### config.mk
export PLATFORM = sky130hd
export DESIGN_NAME = tcbp_policy
export DESIGN_NICKNAME = d
export VERILOG_FILES = /design/src/hw/tcbp_desc_reply.v /design/src/hw/tcbp_policy.v
export VERILOG_INCLUDE_DIRS = /design/src /design/src/hw
export SDC_FILE = /design/constraint.sdc
export NUM_CORES = 1
export LEC_CHECK = 0
export ABC_AREA = 1
export BUFFER_PORTS_ARGS = -buffer_cell sky130_fd_sc_hd__buf_2
export CAP_MARGIN = 20
export CORE_AREA = 10 10 132 110
export DETAILED_ROUTE_END_ITERATION = 7
export DIE_AREA = 0 0 142 120
export GPL_TIMING_DRIVEN = 0
export PLACE_DENSITY = 0.84
export SLEW_MARGIN = 10
export SYNTH_ARGS = -nofsm -noshare
export SYNTH_HDL_FRONTEND = slang
export SYNTH_HIERARCHICAL = 1
export SYNTH_SLANG_ARGS = --single-unit
### constraint.sdc
create_clock -name sys_clk -period 3.6 [get_ports sys_clk]
set_input_delay 1.08 -clock sys_clk [delete_from_list [all_inputs] [get_ports sys_clk]]
set_output_delay 1.08 -clock sys_clk [all_outputs]
set_load 0.02 [all_outputs]
### src/hw/tcbp_defines.vh
// constants for the tape cache buffer policy block
// What this block does, except RQ4 to RQ6, which concern the host
// RQ1: descriptor reply of the buffer-read command is exactly four bytes long.
// RQ2: nonzero buffer identifier yields four zero bytes.
// RQ3: reply byte 0 is zero, then 24-bit capacity, most significant first.
// RQ4: host sustains average rate matching density and speed to stream.
// RQ5: host protocol time per repeated write stays under the reinstruct budget.
// RQ6: timing budget assumes two message phases and six-byte command block.
// RQ7: prefetch qualifier is disabled or after 1, 2 or 3 reads.
// RQ8: only back-to-back reads count; any other command restarts the count.
// RQ9: prefetch stops on one filemark, two filemarks, or continues.
// RQ10: after a filemark halt, prefetch waits for fresh qualification.
// RQ11: buffered mode holds 1, 2, 4, 8 or 16 write blocks before motion.
// RQ12: one complete write block always lands in cache before motion.
// RQ13: partial hold is forced to tape after 250 ms.
// RQ14: verify mode reads written data from the tape.
// RQ15: cache mode serves written data still buffered without tape motion.
// RQ16: cache mode reverse read returns reverse order, forward read forward.
// RQ17: verify mode forward read after reverse tape read comes from cache.
// RQ18: a configurable maximum block length limits accepted blocks.
// RQ19: limits are 32K, 64K, 128K, 256K (261887 bytes) or full cache.
// RQ20: prefetch pauses while the cache has no room for a block.
`ifndef TCBP_DEFINES_VH
`define TCBP_DEFINES_VH

// ---------------------------------------------------------------
// register offsets
// ---------------------------------------------------------------
`define TCBP_A_CTRL      4'h0
`define TCBP_A_STATUS    4'h1
`define TCBP_A_CAPACITY  4'h2
`define TCBP_A_WRCOUNT   4'h3

// ---------------------------------------------------------------
// control field positions
// ---------------------------------------------------------------
`define TCBP_F_QUAL_LO   0
`define TCBP_F_QUAL_HI   1
`define TCBP_F_STOP_LO   2
`define TCBP_F_STOP_HI   3
`define TCBP_F_HOLD_LO   4
`define TCBP_F_HOLD_HI   6
`define TCBP_F_CACHE     7
`define TCBP_F_MAX_LO    8
`define TCBP_F_MAX_HI    10
`define TCBP_F_BUFFERED  11
`define TCBP_CTRL_RST    12'h000

// ---------------------------------------------------------------
// option encodings
// ---------------------------------------------------------------
`define TCBP_STOP_CONT   2'h0
`define TCBP_STOP_ONE    2'h1
`define TCBP_STOP_TWO    2'h2
`define TCBP_MAX_32K     3'h0
`define TCBP_MAX_64K     3'h1
`define TCBP_MAX_128K    3'h2
`define TCBP_MAX_256K    3'h3
`define TCBP_LEN_32K     24'h008000
`define TCBP_LEN_64K     24'h010000
`define TCBP_LEN_128K    24'h020000
`define TCBP_LEN_256K    24'h03FEFF
`define TCBP_HOLD_MAX    3'h4

// ---------------------------------------------------------------
// descriptor reply and cache geometry
// ---------------------------------------------------------------
`define TCBP_DESC_MODE   2'h3
`define TCBP_DESC_LEN    3'h4
`define TCBP_CAP_BYTES   24'h040000
`define TCBP_SLOTS       32
`define TCBP_SLOT_W      5
`define TCBP_CNT_W       6

// ---------------------------------------------------------------
// timing
// ---------------------------------------------------------------
`define TCBP_FLUSH_MS    250
`define TCBP_CLK_MHZ     100
`define TCBP_FLUSH_CYC   (`TCBP_FLUSH_MS * 1000 * `TCBP_CLK_MHZ)

`endif

### src/hw/tcbp_desc_reply.v
// byte sequencer for the descriptor form of the buffer-read reply
`timescale 1ns/100ps
`default_nettype none
`include "tcbp_defines.vh"

module tcbp_desc_reply (
  // clock and reset
  input  wire        sys_clk,
  input  wire        rst_n,
  // request
  input  wire        start,
  input  wire [7:0]  buffer_id,
  input  wire [23:0] capacity,
  // byte stream to the bus engine
  output reg  [7:0]  byte_data_r,
  output reg         byte_valid_r,
  output reg         byte_last_r
);

  reg  [2:0]  idx_r;
  reg         busy_r;
  reg  [23:0] cap_r;
  reg  [7:0]  b_nxt;

  // reply byte select; nonzero id gives zeros, capacity msb first
  always @* begin
    case (idx_r)
      3'h0:    b_nxt = 8'h00;                 // [RQ3]
      3'h1:    b_nxt = cap_r[23:16];          // [RQ3]
      3'h2:    b_nxt = cap_r[15:8];
      3'h3:    b_nxt = cap_r[7:0];
      default: b_nxt = 8'h00;
    endcase
  end

  // count exactly four bytes regardless of allocation length
  always @(posedge sys_clk) begin
    if (!rst_n) begin
      idx_r        <= 3'h0;
      busy_r       <= 1'b0;
      cap_r        <= 24'h000000;
      byte_data_r  <= 8'h00;
      byte_valid_r <= 1'b0;
      byte_last_r  <= 1'b0;
    end else if (!busy_r) begin
      byte_valid_r <= 1'b0;
      byte_last_r  <= 1'b0;
      if (start) begin
        busy_r <= 1'b1;
        idx_r  <= 3'h0;
        cap_r  <= (buffer_id != 8'h00) ? 24'h000000 : capacity; // [RQ2]
      end
    end else begin
      byte_data_r  <= b_nxt;
      byte_valid_r <= 1'b1;
      byte_last_r  <= (idx_r == `TCBP_DESC_LEN - 3'h1);           // [RQ1]
      idx_r        <= idx_r + 3'h1;
      if (idx_r == `TCBP_DESC_LEN - 3'h1)
        busy_r <= 1'b0;                                          // [RQ1]
    end
  end

endmodule // tcbp_desc_reply
`default_nettype wire

### src/hw/tcbp_policy.v
// cache and buffer policy core of the tape target controller
`timescale 1ns/100ps
`default_nettype none
`include "tcbp_defines.vh"

module tcbp_policy #(
  parameter FLUSH_CYCLES = `TCBP_FLUSH_CYC
) (
  // clock and reset
  input  wire        sys_clk,
  input  wire        rst_n,
  // register port
  input  wire [3:0]  reg_addr,
  input  wire [31:0] reg_wdata,
  input  wire        reg_wr,
  input  wire        reg_rd,
  output reg  [31:0] reg_rdata_r,
  // host command events, one-cycle pulses
  input  wire        cmd_read,
  input  wire        cmd_read_rev,
  input  wire        cmd_write,
  input  wire        cmd_other,
  input  wire        wr_block_done,
  input  wire [23:0] wr_block_len,
  // tape side events, one-cycle pulses
  input  wire        tape_filemark,
  input  wire        tape_block_read,
  input  wire        tape_flush_done,
  // descriptor request
  input  wire        desc_start,
  input  wire [1:0]  desc_mode,
  input  wire [7:0]  desc_buffer_id,
  // policy outputs
  output reg         prefetch_run_r,
  output reg         tape_write_go_r,
  output reg         block_reject_r,
  output reg         read_from_cache_r,
  output reg         read_reverse_order_r,
  output reg         tape_read_go_r,
  output wire [7:0]  desc_byte,
  output wire        desc_valid,
  output wire        desc_last
);

  // -------------------------------------------------------------
  // configuration register
  // -------------------------------------------------------------
  reg  [11:0] ctrl_r;
  wire [1:0]  qual_sel   = ctrl_r[`TCBP_F_QUAL_HI:`TCBP_F_QUAL_LO];
  wire [1:0]  stop_sel   = ctrl_r[`TCBP_F_STOP_HI:`TCBP_F_STOP_LO];
  wire [2:0]  hold_sel   = ctrl_r[`TCBP_F_HOLD_HI:`TCBP_F_HOLD_LO];
  wire        cache_mode = ctrl_r[`TCBP_F_CACHE];
  wire [2:0]  max_sel    = ctrl_r[`TCBP_F_MAX_HI:`TCBP_F_MAX_LO];
  wire        buffered   = ctrl_r[`TCBP_F_BUFFERED];

  // -------------------------------------------------------------
  // state
  // -------------------------------------------------------------
  reg  [1:0]             qual_cnt_r;
  reg                    pf_armed_r;
  reg                    fm_seen_r;
  reg  [`TCBP_CNT_W-1:0] held_r;
  reg  [`TCBP_CNT_W-1:0] used_r;
  reg  [`TCBP_CNT_W-1:0] written_r;
  reg  [27:0]            flush_cnt_r;
  reg                    flushing_r;
  reg                    rev_loaded_r;

  wire [`TCBP_CNT_W-1:0] hold_lim;
  wire [23:0]            max_len;
  wire                   cache_full;
  wire                   any_read;
  wire                   hold_hit;
  wire                   flush_tmo;

  // hold limit as a power of two, clamped at sixteen
  assign hold_lim = (hold_sel > `TCBP_HOLD_MAX) ?
                    (`TCBP_CNT_W'h01 << `TCBP_HOLD_MAX) :
                    (`TCBP_CNT_W'h01 << hold_sel);                // [RQ11]

  // maximum accepted block length
  assign max_len = (max_sel == `TCBP_MAX_32K)  ? `TCBP_LEN_32K  :
                   (max_sel == `TCBP_MAX_64K)  ? `TCBP_LEN_64K  :
                   (max_sel == `TCBP_MAX_128K) ? `TCBP_LEN_128K :
                   (max_sel == `TCBP_MAX_256K) ? `TCBP_LEN_256K :
                   `TCBP_CAP_BYTES;                              // [RQ19]

  assign cache_full = (used_r == `TCBP_SLOTS);                   // [RQ20]
  assign any_read   = cmd_read | cmd_read_rev;
  assign hold_hit   = (held_r >= hold_lim);
  assign flush_tmo  = (held_r != `TCBP_CNT_W'h00) &&
                      (flush_cnt_r == FLUSH_CYCLES - 1);         // [RQ13]

  // -------------------------------------------------------------
  // register port
  // -------------------------------------------------------------
  // one cycle read latency; unmapped addresses read zero
  always @(posedge sys_clk) begin
    if (!rst_n) begin
      ctrl_r      <= `TCBP_CTRL_RST;
      reg_rdata_r <= 32'h00000000;
    end else begin
      if (reg_wr && reg_addr == `TCBP_A_CTRL)
        ctrl_r <= reg_wdata[11:0];
      reg_rdata_r <= 32'h00000000;
      if (reg_rd) begin
        case (reg_addr)
          `TCBP_A_CTRL:     reg_rdata_r <= {20'h00000, ctrl_r};
          `TCBP_A_STATUS:   reg_rdata_r <= {16'h0000, used_r, held_r,
                                            pf_armed_r, flushing_r,
                                            prefetch_run_r, fm_seen_r};
          `TCBP_A_CAPACITY: reg_rdata_r <= {8'h00, `TCBP_CAP_BYTES};
          `TCBP_A_WRCOUNT:  reg_rdata_r <= {26'h0000000, written_r};
          default:          reg_rdata_r <= 32'h00000000;
        endcase
      end
    end
  end

  // -------------------------------------------------------------
  // prefetch qualification and filemark stop
  // -------------------------------------------------------------
  // a reset count on a non-read keeps stale reads from arming prefetch
  always @(posedge sys_clk) begin
    if (!rst_n) begin
      qual_cnt_r     <= 2'h0;
      pf_armed_r     <= 1'b0;
      fm_seen_r      <= 1'b0;
      prefetch_run_r <= 1'b0;
    end else begin
      if (cmd_write || cmd_other) begin
        qual_cnt_r <= 2'h0;                                      // [RQ8]
        pf_armed_r <= 1'b0;                                      // [RQ8]
      end else if (any_read && qual_sel != 2'h0 && !pf_armed_r) begin
        if (qual_cnt_r + 2'h1 >= qual_sel) begin
          pf_armed_r <= 1'b1;                                    // [RQ7]
          qual_cnt_r <= 2'h0;
        end else begin
          qual_cnt_r <= qual_cnt_r + 2'h1;                       // [RQ8]
        end
      end
      if (qual_sel == 2'h0)
        pf_armed_r <= 1'b0;                                      // [RQ7]
      // filemark handling; a halt disarms until requalified
      if (tape_filemark && prefetch_run_r) begin
        if (stop_sel == `TCBP_STOP_ONE ||
            (stop_sel == `TCBP_STOP_TWO && fm_seen_r)) begin
          pf_armed_r <= 1'b0;                                    // [RQ9]
          qual_cnt_r <= 2'h0;                                    // [RQ10]
          fm_seen_r  <= 1'b0;
        end else if (stop_sel == `TCBP_STOP_TWO) begin
          fm_seen_r <= 1'b1;                                     // [RQ9]
        end
      end else if (tape_block_read) begin
        fm_seen_r <= 1'b0;         // only consecutive marks count
      end
      prefetch_run_r <= pf_armed_r && !cache_full && !held_r[0] &&
                        (held_r == `TCBP_CNT_W'h00);             // [RQ20]
    end
  end

  // -------------------------------------------------------------
  // write hold and forced flush
  // -------------------------------------------------------------
  // motion starts only after a whole block is in cache
  always @(posedge sys_clk) begin
    if (!rst_n) begin
      held_r          <= `TCBP_CNT_W'h00;
      written_r       <= `TCBP_CNT_W'h00;
      flush_cnt_r     <= 28'h0000000;
      flushing_r      <= 1'b0;
      tape_write_go_r <= 1'b0;
      block_reject_r  <= 1'b0;
    end else begin
      tape_write_go_r <= 1'b0;
      block_reject_r  <= 1'b0;
      if (wr_block_done) begin
        if (wr_block_len > max_len) begin
          block_reject_r <= 1'b1;                                // [RQ18]
        end else if (!cache_full) begin
          held_r    <= held_r + `TCBP_CNT_W'h01;                 // [RQ12]
          if (written_r != `TCBP_SLOTS)
            written_r <= written_r + `TCBP_CNT_W'h01;
        end
      end
      if (cmd_write && !wr_block_done && held_r == `TCBP_CNT_W'h00)
        written_r <= `TCBP_CNT_W'h00;
      // timer runs only while a partial hold waits
      if (held_r == `TCBP_CNT_W'h00 || flushing_r)
        flush_cnt_r <= 28'h0000000;
      else if (!flush_tmo)
        flush_cnt_r <= flush_cnt_r + 28'h0000001;
      if (!flushing_r && held_r != `TCBP_CNT_W'h00 &&
          (!buffered || hold_hit || flush_tmo)) begin
        flushing_r      <= 1'b1;                                 // [RQ11]
        tape_write_go_r <= 1'b1;                                 // [RQ13]
      end
      if (flushing_r && tape_flush_done) begin
        flushing_r <= 1'b0;
        held_r     <= wr_block_done ? `TCBP_CNT_W'h01 : `TCBP_CNT_W'h00;
      end
    end
  end

  // -------------------------------------------------------------
  // cache occupancy
  // -------------------------------------------------------------
  always @(posedge sys_clk) begin
    if (!rst_n) begin
      used_r <= `TCBP_CNT_W'h00;
    end else if (tape_block_read && !cache_full && !any_read) begin
      used_r <= used_r + `TCBP_CNT_W'h01;
    end else if (any_read && used_r != `TCBP_CNT_W'h00 &&
                 !tape_block_read) begin
      used_r <= used_r - `TCBP_CNT_W'h01;           // space released
    end
  end

  // -------------------------------------------------------------
  // read source selection
  // -------------------------------------------------------------
  // written data stays serviceable from cache only in cache mode
  always @(posedge sys_clk) begin
    if (!rst_n) begin
      read_from_cache_r    <= 1'b0;
      read_reverse_order_r <= 1'b0;
      tape_read_go_r       <= 1'b0;
      rev_loaded_r         <= 1'b0;
    end else begin
      tape_read_go_r <= 1'b0;
      if (cmd_write)
        rev_loaded_r <= 1'b0;
      if (cmd_read_rev) begin
        read_reverse_order_r <= 1'b1;                            // [RQ16]
        if (cache_mode && written_r != `TCBP_CNT_W'h00) begin
          read_from_cache_r <= 1'b1;                             // [RQ15]
        end else begin
          read_from_cache_r <= 1'b0;                             // [RQ14]
          tape_read_go_r    <= 1'b1;                             // [RQ14]
          rev_loaded_r      <= 1'b1;
        end
      end else if (cmd_read) begin
        read_reverse_order_r <= 1'b0;                            // [RQ16]
        if (cache_mode && written_r != `TCBP_CNT_W'h00) begin
          read_from_cache_r <= 1'b1;                             // [RQ15]
        end else if (rev_loaded_r) begin
          read_from_cache_r <= 1'b1;                             // [RQ17]
        end else begin
          read_from_cache_r <= 1'b0;                             // [RQ14]
          tape_read_go_r    <= 1'b1;
        end
      end
    end
  end

  // -------------------------------------------------------------
  // descriptor reply
  // -------------------------------------------------------------
  tcbp_desc_reply u_desc (
    .sys_clk      (sys_clk),
    .rst_n        (rst_n),
    .start        (desc_start && desc_mode == `TCBP_DESC_MODE),  // [RQ1]
    .buffer_id    (desc_buffer_id),
    .capacity     (`TCBP_CAP_BYTES),
    .byte_data_r  (desc_byte),
    .byte_valid_r (desc_valid),
    .byte_last_r  (desc_last)
  );

endmodule // tcbp_policy
`default_nettype wire

-- Word level (Yosys, flattened, before mapping)
Index checks and enable logic that the tools add are counted.
- multiplexer cells: 53
- add/subtract/negate cells: 7
- equal/unequal tests: 18
- bitwise logic cells: 5
- $lt $le $gt $ge: 4
- reductions and logical operators: 57
- shift-type cells: 1
- operators by type and width (operator ; count):
    $mux W19 ; 5
    $pmux W19 S4 ; 1
    $mux W6 ; 7
    $mux W1 ; 32
    $add A28 B1 Y28 const B ; 1
    $eq A28 B25 Y1 const B ; 1
    $gt A24 B19 Y1 ; 1
    $pmux W8 S3 ; 1
    $logic_and A1 B1 Y1 ; 20
    $add A6 B1 Y6 const B ; 3
    $reduce_bool A6 Y1 ; 3
    $eq A3 B2 Y1 const B ; 4
    $reduce_bool A2 Y1 ; 6
    $mux W2 ; 5
    $reduce_and A2 Y1 ; 5
    $eq A4 B2 Y1 const B ; 2
    $logic_not A1 Y1 ; 8
    $reduce_bool A8 Y1 ; 1
    $eq A3 B1 Y1 const B ; 2
    $eq A6 B6 Y1 const B ; 1
    $ge A6 B6 Y1 ; 1
    $logic_not A6 Y1 ; 1
    $mux W3 ; 2
    $ne A6 B6 Y1 const B ; 1
    20 further kinds ; 31
- flip-flop bits (word level): 140
- output and inout bits: 48
- logic and storage cells: 168
- input bits: 83

-- Depth between registers and ports, before layout
- depth in word-level cells: 9
- depth in mapped cells: 19
- mapped depth without buffers: 18

-- Modules after synthesis
Netlist, hierarchy kept.
- modules (own cells, without submodules) (module ; area each (um2) ; sequential area each (um2) ; instances ; cells an instance):
    tcbp_policy ; 4799.6 ; 1741.7 ; 1 ; 668
    tcbp_desc_reply ; 1674.1 ; 760.7 ; 1 ; 215

-- Least setup slack after synthesis
OpenSTA, ideal clock, no wires.
- kind: input-to-reg
- start point: input cmd_read_rev
- end point: register used_r[5]
- data required time: 3.530 ns
- path buffers: 0
- slack: 0.767 ns
- data arrival time: 2.764 ns
- library setup time: 0.070 ns
- cell stages on the path: 12
- cells stage by stage: nor2_1 > inv_1 > nor3_1 > inv_1 > ha_1 > a21oi_1 > nand2_1 > a21oi_1 > o21bai_1 > o21ai_0 > o21ai_0 > a21oi_1
- cells in the longest elaborated chain, start to end: 4
- elaborated cells on any way between the ends: 7
- classes of those cells: 1 x mux; 1 x bitwise; 5 x reduce/logical
- ends and longest elaborated chain (what ; line ; source):
    start, declared ; tcbp_policy.v:20 ; input wire cmd_read_rev,
    $or A1 B1 Y1 * ; tcbp_policy.v:89 ; assign any_read = cmd_read | cmd_read_rev;
    $logic_not A1 Y1 / $logic_and A1 B1 Y1 (equally long branches) ; tcbp_policy.v:211, tcbp_policy.v:213 ;
    $logic_and A1 B1 Y1 (on tied branches) ; tcbp_policy.v:211, tcbp_policy.v:213 ;
    $mux W6 / $reduce_bool A2 Y1 (equally long branches) ; n/a ;
    end signal, assigned ; tcbp_policy.v:210 ; used_r <= `TCBP_CNT_W'h00;
    end signal, assigned ; tcbp_policy.v:212 ; used_r <= used_r + `TCBP_CNT_W'h01;
    end signal, assigned ; tcbp_policy.v:215 ; used_r <= used_r - `TCBP_CNT_W'h01;
    end, declared ; tcbp_policy.v:63 ; reg [`TCBP_CNT_W-1:0] used_r;
Every way passes the cells marked *; elsewhere a longest branch is shown, timed or not.
A chain may end at the register's enable or synchronous reset.

-- Worst setup path after layout
Ends and elaborated chain as after synthesis.

==> flow_results.org <==
** Run status
- Run status :: finished clean

** Floorplan
- In this run the vertical extent of the chip is 120 um.
- Starting Density :: 54.4%
- FP Rows :: 36
- Total I/O pin count :: 131
- The core region is 11900 um2.
- The floorplan step defined a die boundary enclosing 17000 um2.
- Die W :: 142 um

** Timing
- For the final routed database, the setup TNS stands at 0 ns.
- Setup repair after global routing left no endpoint under its margin.
- Setup slack closes at 0.633 ns.
- Pins Over Slew Limit :: 0
- The count of final hold-check violations is 0.
- The worst path needs 2.97 ns of the cycle, external delays included.
- Max-Slew Margin vs Limit :: 43.6%
- Derived from the worst setup path, the maximum achievable clock frequency is 0.337 GHz.
- Setup violations remaining at the end of the flow were counted as 0.
- Portion of the clock cycle consumed by the worst path in the final layout :: 82.4%
- Worst Skew :: 0.00983 ns
- Transition time at the pin with the least slew margin :: 0.838 ns

** Clocking
- CTS tree :: yes
- In this run the deepest clock path goes through 2 buffers.
- The clock drives 125 sinks.
- Clock slew seen by the registers of the worst setup and hold paths :: 0.05 ns
- The H-tree was split into 4 levels.
- Worst-skew pair later-pin latency :: 0.41 ns
- Total setup buffers inserted after CTS :: 0
- Root cell of the clock tree :: clkbuf_16
- Hold buffer count at CTS :: 0
- In this run, post-CTS repair resized a total of 0 instances.
- Clock buffers created by TritonCTS :: 17

** Finish
- Cells with a size suffix above 1 make up 18.2% of the layout.
- The sequential cells in the finished layout cover a total of 2500 um2.
- The multi-input combinational cells in the finished layout cover a total of 3440 um2.
- Once layout is complete, the cells apart from fillers number 1200.
- Area added between synthesis and finish :: 21.9%
- 0 antenna diodes ended up in the layout.
- Filler cell count in the final layout :: 995
- The net count of the finished layout is 1152.

** Route
- The detail route stage leaves a number of antenna-violating nets equal to 0.
- Post-detailed-route wirelength per cell :: 13.9 um
- Total DRC errors in the routed layout :: 0
- For this run, the detailed router's first-pass iteration total came to 5.
- After detailed routing, the number of vias per cell comes to 5.26.
- The detailed router finished its first iteration with 512 violations.
- Final routed wirelength across all metal layers :: 16.7 mm
- Summing over every cut layer, the via total after detailed routing is 6307.

** Synth
- Fraction of synthesis flops using an asynchronous set or reset pin :: 0%
- Number of distinct library cells after synthesis :: 50
- Gate Count Post-Synth :: 883
- Summing the sequential cell areas from Yosys gives 38.7% of the chip area.
- List of most frequent post-synthesis cells :: 161 x nand2_1, 125 x dfxtp_1, 106 x inv_1
- In this run the biggest area consumer among cell types represents 38.7% of the synthesized area.
- The biggest area contributor in the post-synthesis netlist is dfxtp_1.
- Area contributors post-synth :: dfxtp_1 39%, nand2_1 9.3%, a21oi_1 7.7%
- Number of storage elements in the synthesis netlist :: 125
- Mapped cell area :: 6470 um2
- Predominant post-synthesis flop cell :: dfxtp_1
- Yosys instantiated no cell more often than nand2_1.
- Syn Area/Cell :: 7.33 um2
- During synthesis, Yosys emitted a total of 6 warnings.
- Number of enable flip-flop cells after synthesis :: 0

** Worst setup path
- Reg2Reg Depth :: 13
- Setup crit end kind :: flop
- Worst path required time :: 3.94 ns
- The critical path starts at cmd_read_rev.
- The critical path is of the in -> reg type.
- The worst register-to-register path begins at used_r[0].
- At the worst endpoint, the arrival time is 3.31 ns.
- Critical path launch point type :: primary input
- Highest net fanout along the worst path :: 7

** Placed design
- Prior to clock tree synthesis, the placed netlist has a worst setup slack of 0.284 ns.
- Placer congestion estimate :: 0.875
- HPWL after DPL :: 12.0 mm
- Count of buffers from port buffering :: 95
- In this run, placement finished with an instance count of 1168.

** GRT
- Initial antenna violation count :: 0
- First-pass GRT wire length :: 27.4 mm
- Global router's overall resource usage :: 19.1%
- After global routing the overflow that remains totals 0.
- The via count of the first global-routing pass is 5831.
- Entering global routing, the biggest net connects 17 pins.

** Power
- Power spread over the standard cell area amounts to 456 nW/um2.
- Worst ir drop on vdd :: 0.346 mV
- In this run the static leakage power is 3.50 nW.

** Min path
- Hold path depth :: 2
- Min-delay worst type :: reg -> reg
- HP Start :: u_desc/byte_data_r[0]

** Run
- The tool flagged a number of max-cap violations equal to 0.
per-stage QoR:
step / area (um2) / util, % / hold WS [ns] / total power, mW
after global placement: 7280 / 61.2 / 0.454 / 1.87
after CTS: 7890 / 66.4 / 0.465 / 3.61
after floorplan: 6620 / - / 0.439 / 1.77
final: 7890 / 66.4 / 0.463 / 3.60
after global routing: 7890 / 66.4 / 0.479 / 3.75
after detailed placement: 7280 / 61.2 / 0.457 / 1.88
flip-flops by register name, indices dropped and copies added, names as in the netlist, 2 cells and up:
name / cells
held_r: 6
ctrl_r: 12
qual_cnt_r: 2
used_r: 6
flush_cnt_r: 28
u_desc/byte_data_r: 8
u_desc/cap_r: 24
reg_rdata_r: 17
u_desc/idx_r: 3
written_r: 6
worst max-delay path, stage by stage:
cell and delay [ns]:
buf_2 0.12, nor2_1 0.26, inv_1 0.18, nor3_1 0.20, inv_1 0.16, ha_1 0.36, a21oi_1 0.14, nand2_1 0.09
a21oi_1 0.14, o21bai_1 0.10, o21ai_0 0.25, o21ai_0 0.11, a21oi_1 0.12
cell usage in the layout (no fill, tap or decap), types with 5 or more instances in the layout:
cell       count
clkinv_4       6
conb_1        40
buf_2        103
o21bai_1       8
dfxtp_1      125
xor2_1         8
buf_4         18
o21ai_0       64
nand4_1       16
nand3_1       66
ha_1          33
nor2_2         7
a31oi_1        5
nor2_1        49
inv_1        106
nor3_1        30
clkbuf_1       9
clkbuf_16     17
a21oi_1      100
a21oi_2        6
nand2_1      161
metal layers:
metal,vias up,track usage [%],share of wire [%]
li1,3218,-,-
met1,2815,24.0,44
met2,255,30.3,45
met3,19,6.42,9.8
met4,0,5.55,1.2
met5,-,0,0
area by class of cell:
type,instances,share of cell area (%)
clock inverter,14,2.16
timing repair buffer,95,6.03
buffer,41,3.31
inverter,111,5.28
tap,152,2.41
clock buffer,18,5.57
multi-input combinational,644,43.5
sequential,125,31.7
report_power, final:
group	internal (mW)	switching [mW]	total [mW]
Sequential	1.43	0.0377	1.47
Clock	1.11	0.631	1.74
Combinational	0.152	0.246	0.398
Total	2.69	0.914	3.60
path summary, 6_finish.rpt:
check / end / slack (ns)
setup / recovery: used_r[5] / 0.63
hold / removal: u_desc/byte_data_r[0] / 0.46
setup reg to reg: used_r[5] / 0.93
hold reg to reg: u_desc/byte_data_r[0] / 0.46
cells by family (layout without fill, tap and decap cells):
group | Yosys count | count (layout) | synth area share [%]
AO/OA/AOI/OAI | 205 | 205 | 17.7
flip-flops | 125 | 125 | 38.7
AND/OR/NAND/NOR | 353 | 353 | 24.8
XOR/XNOR | 12 | 12 | 1.62
other | 2 | 40 | 0.116
buffers and inverters | 152 | 279 | 10.5
adder cells (fa/ha/maj) | 34 | 34 | 6.69
(Power assumes the default switching activity.)
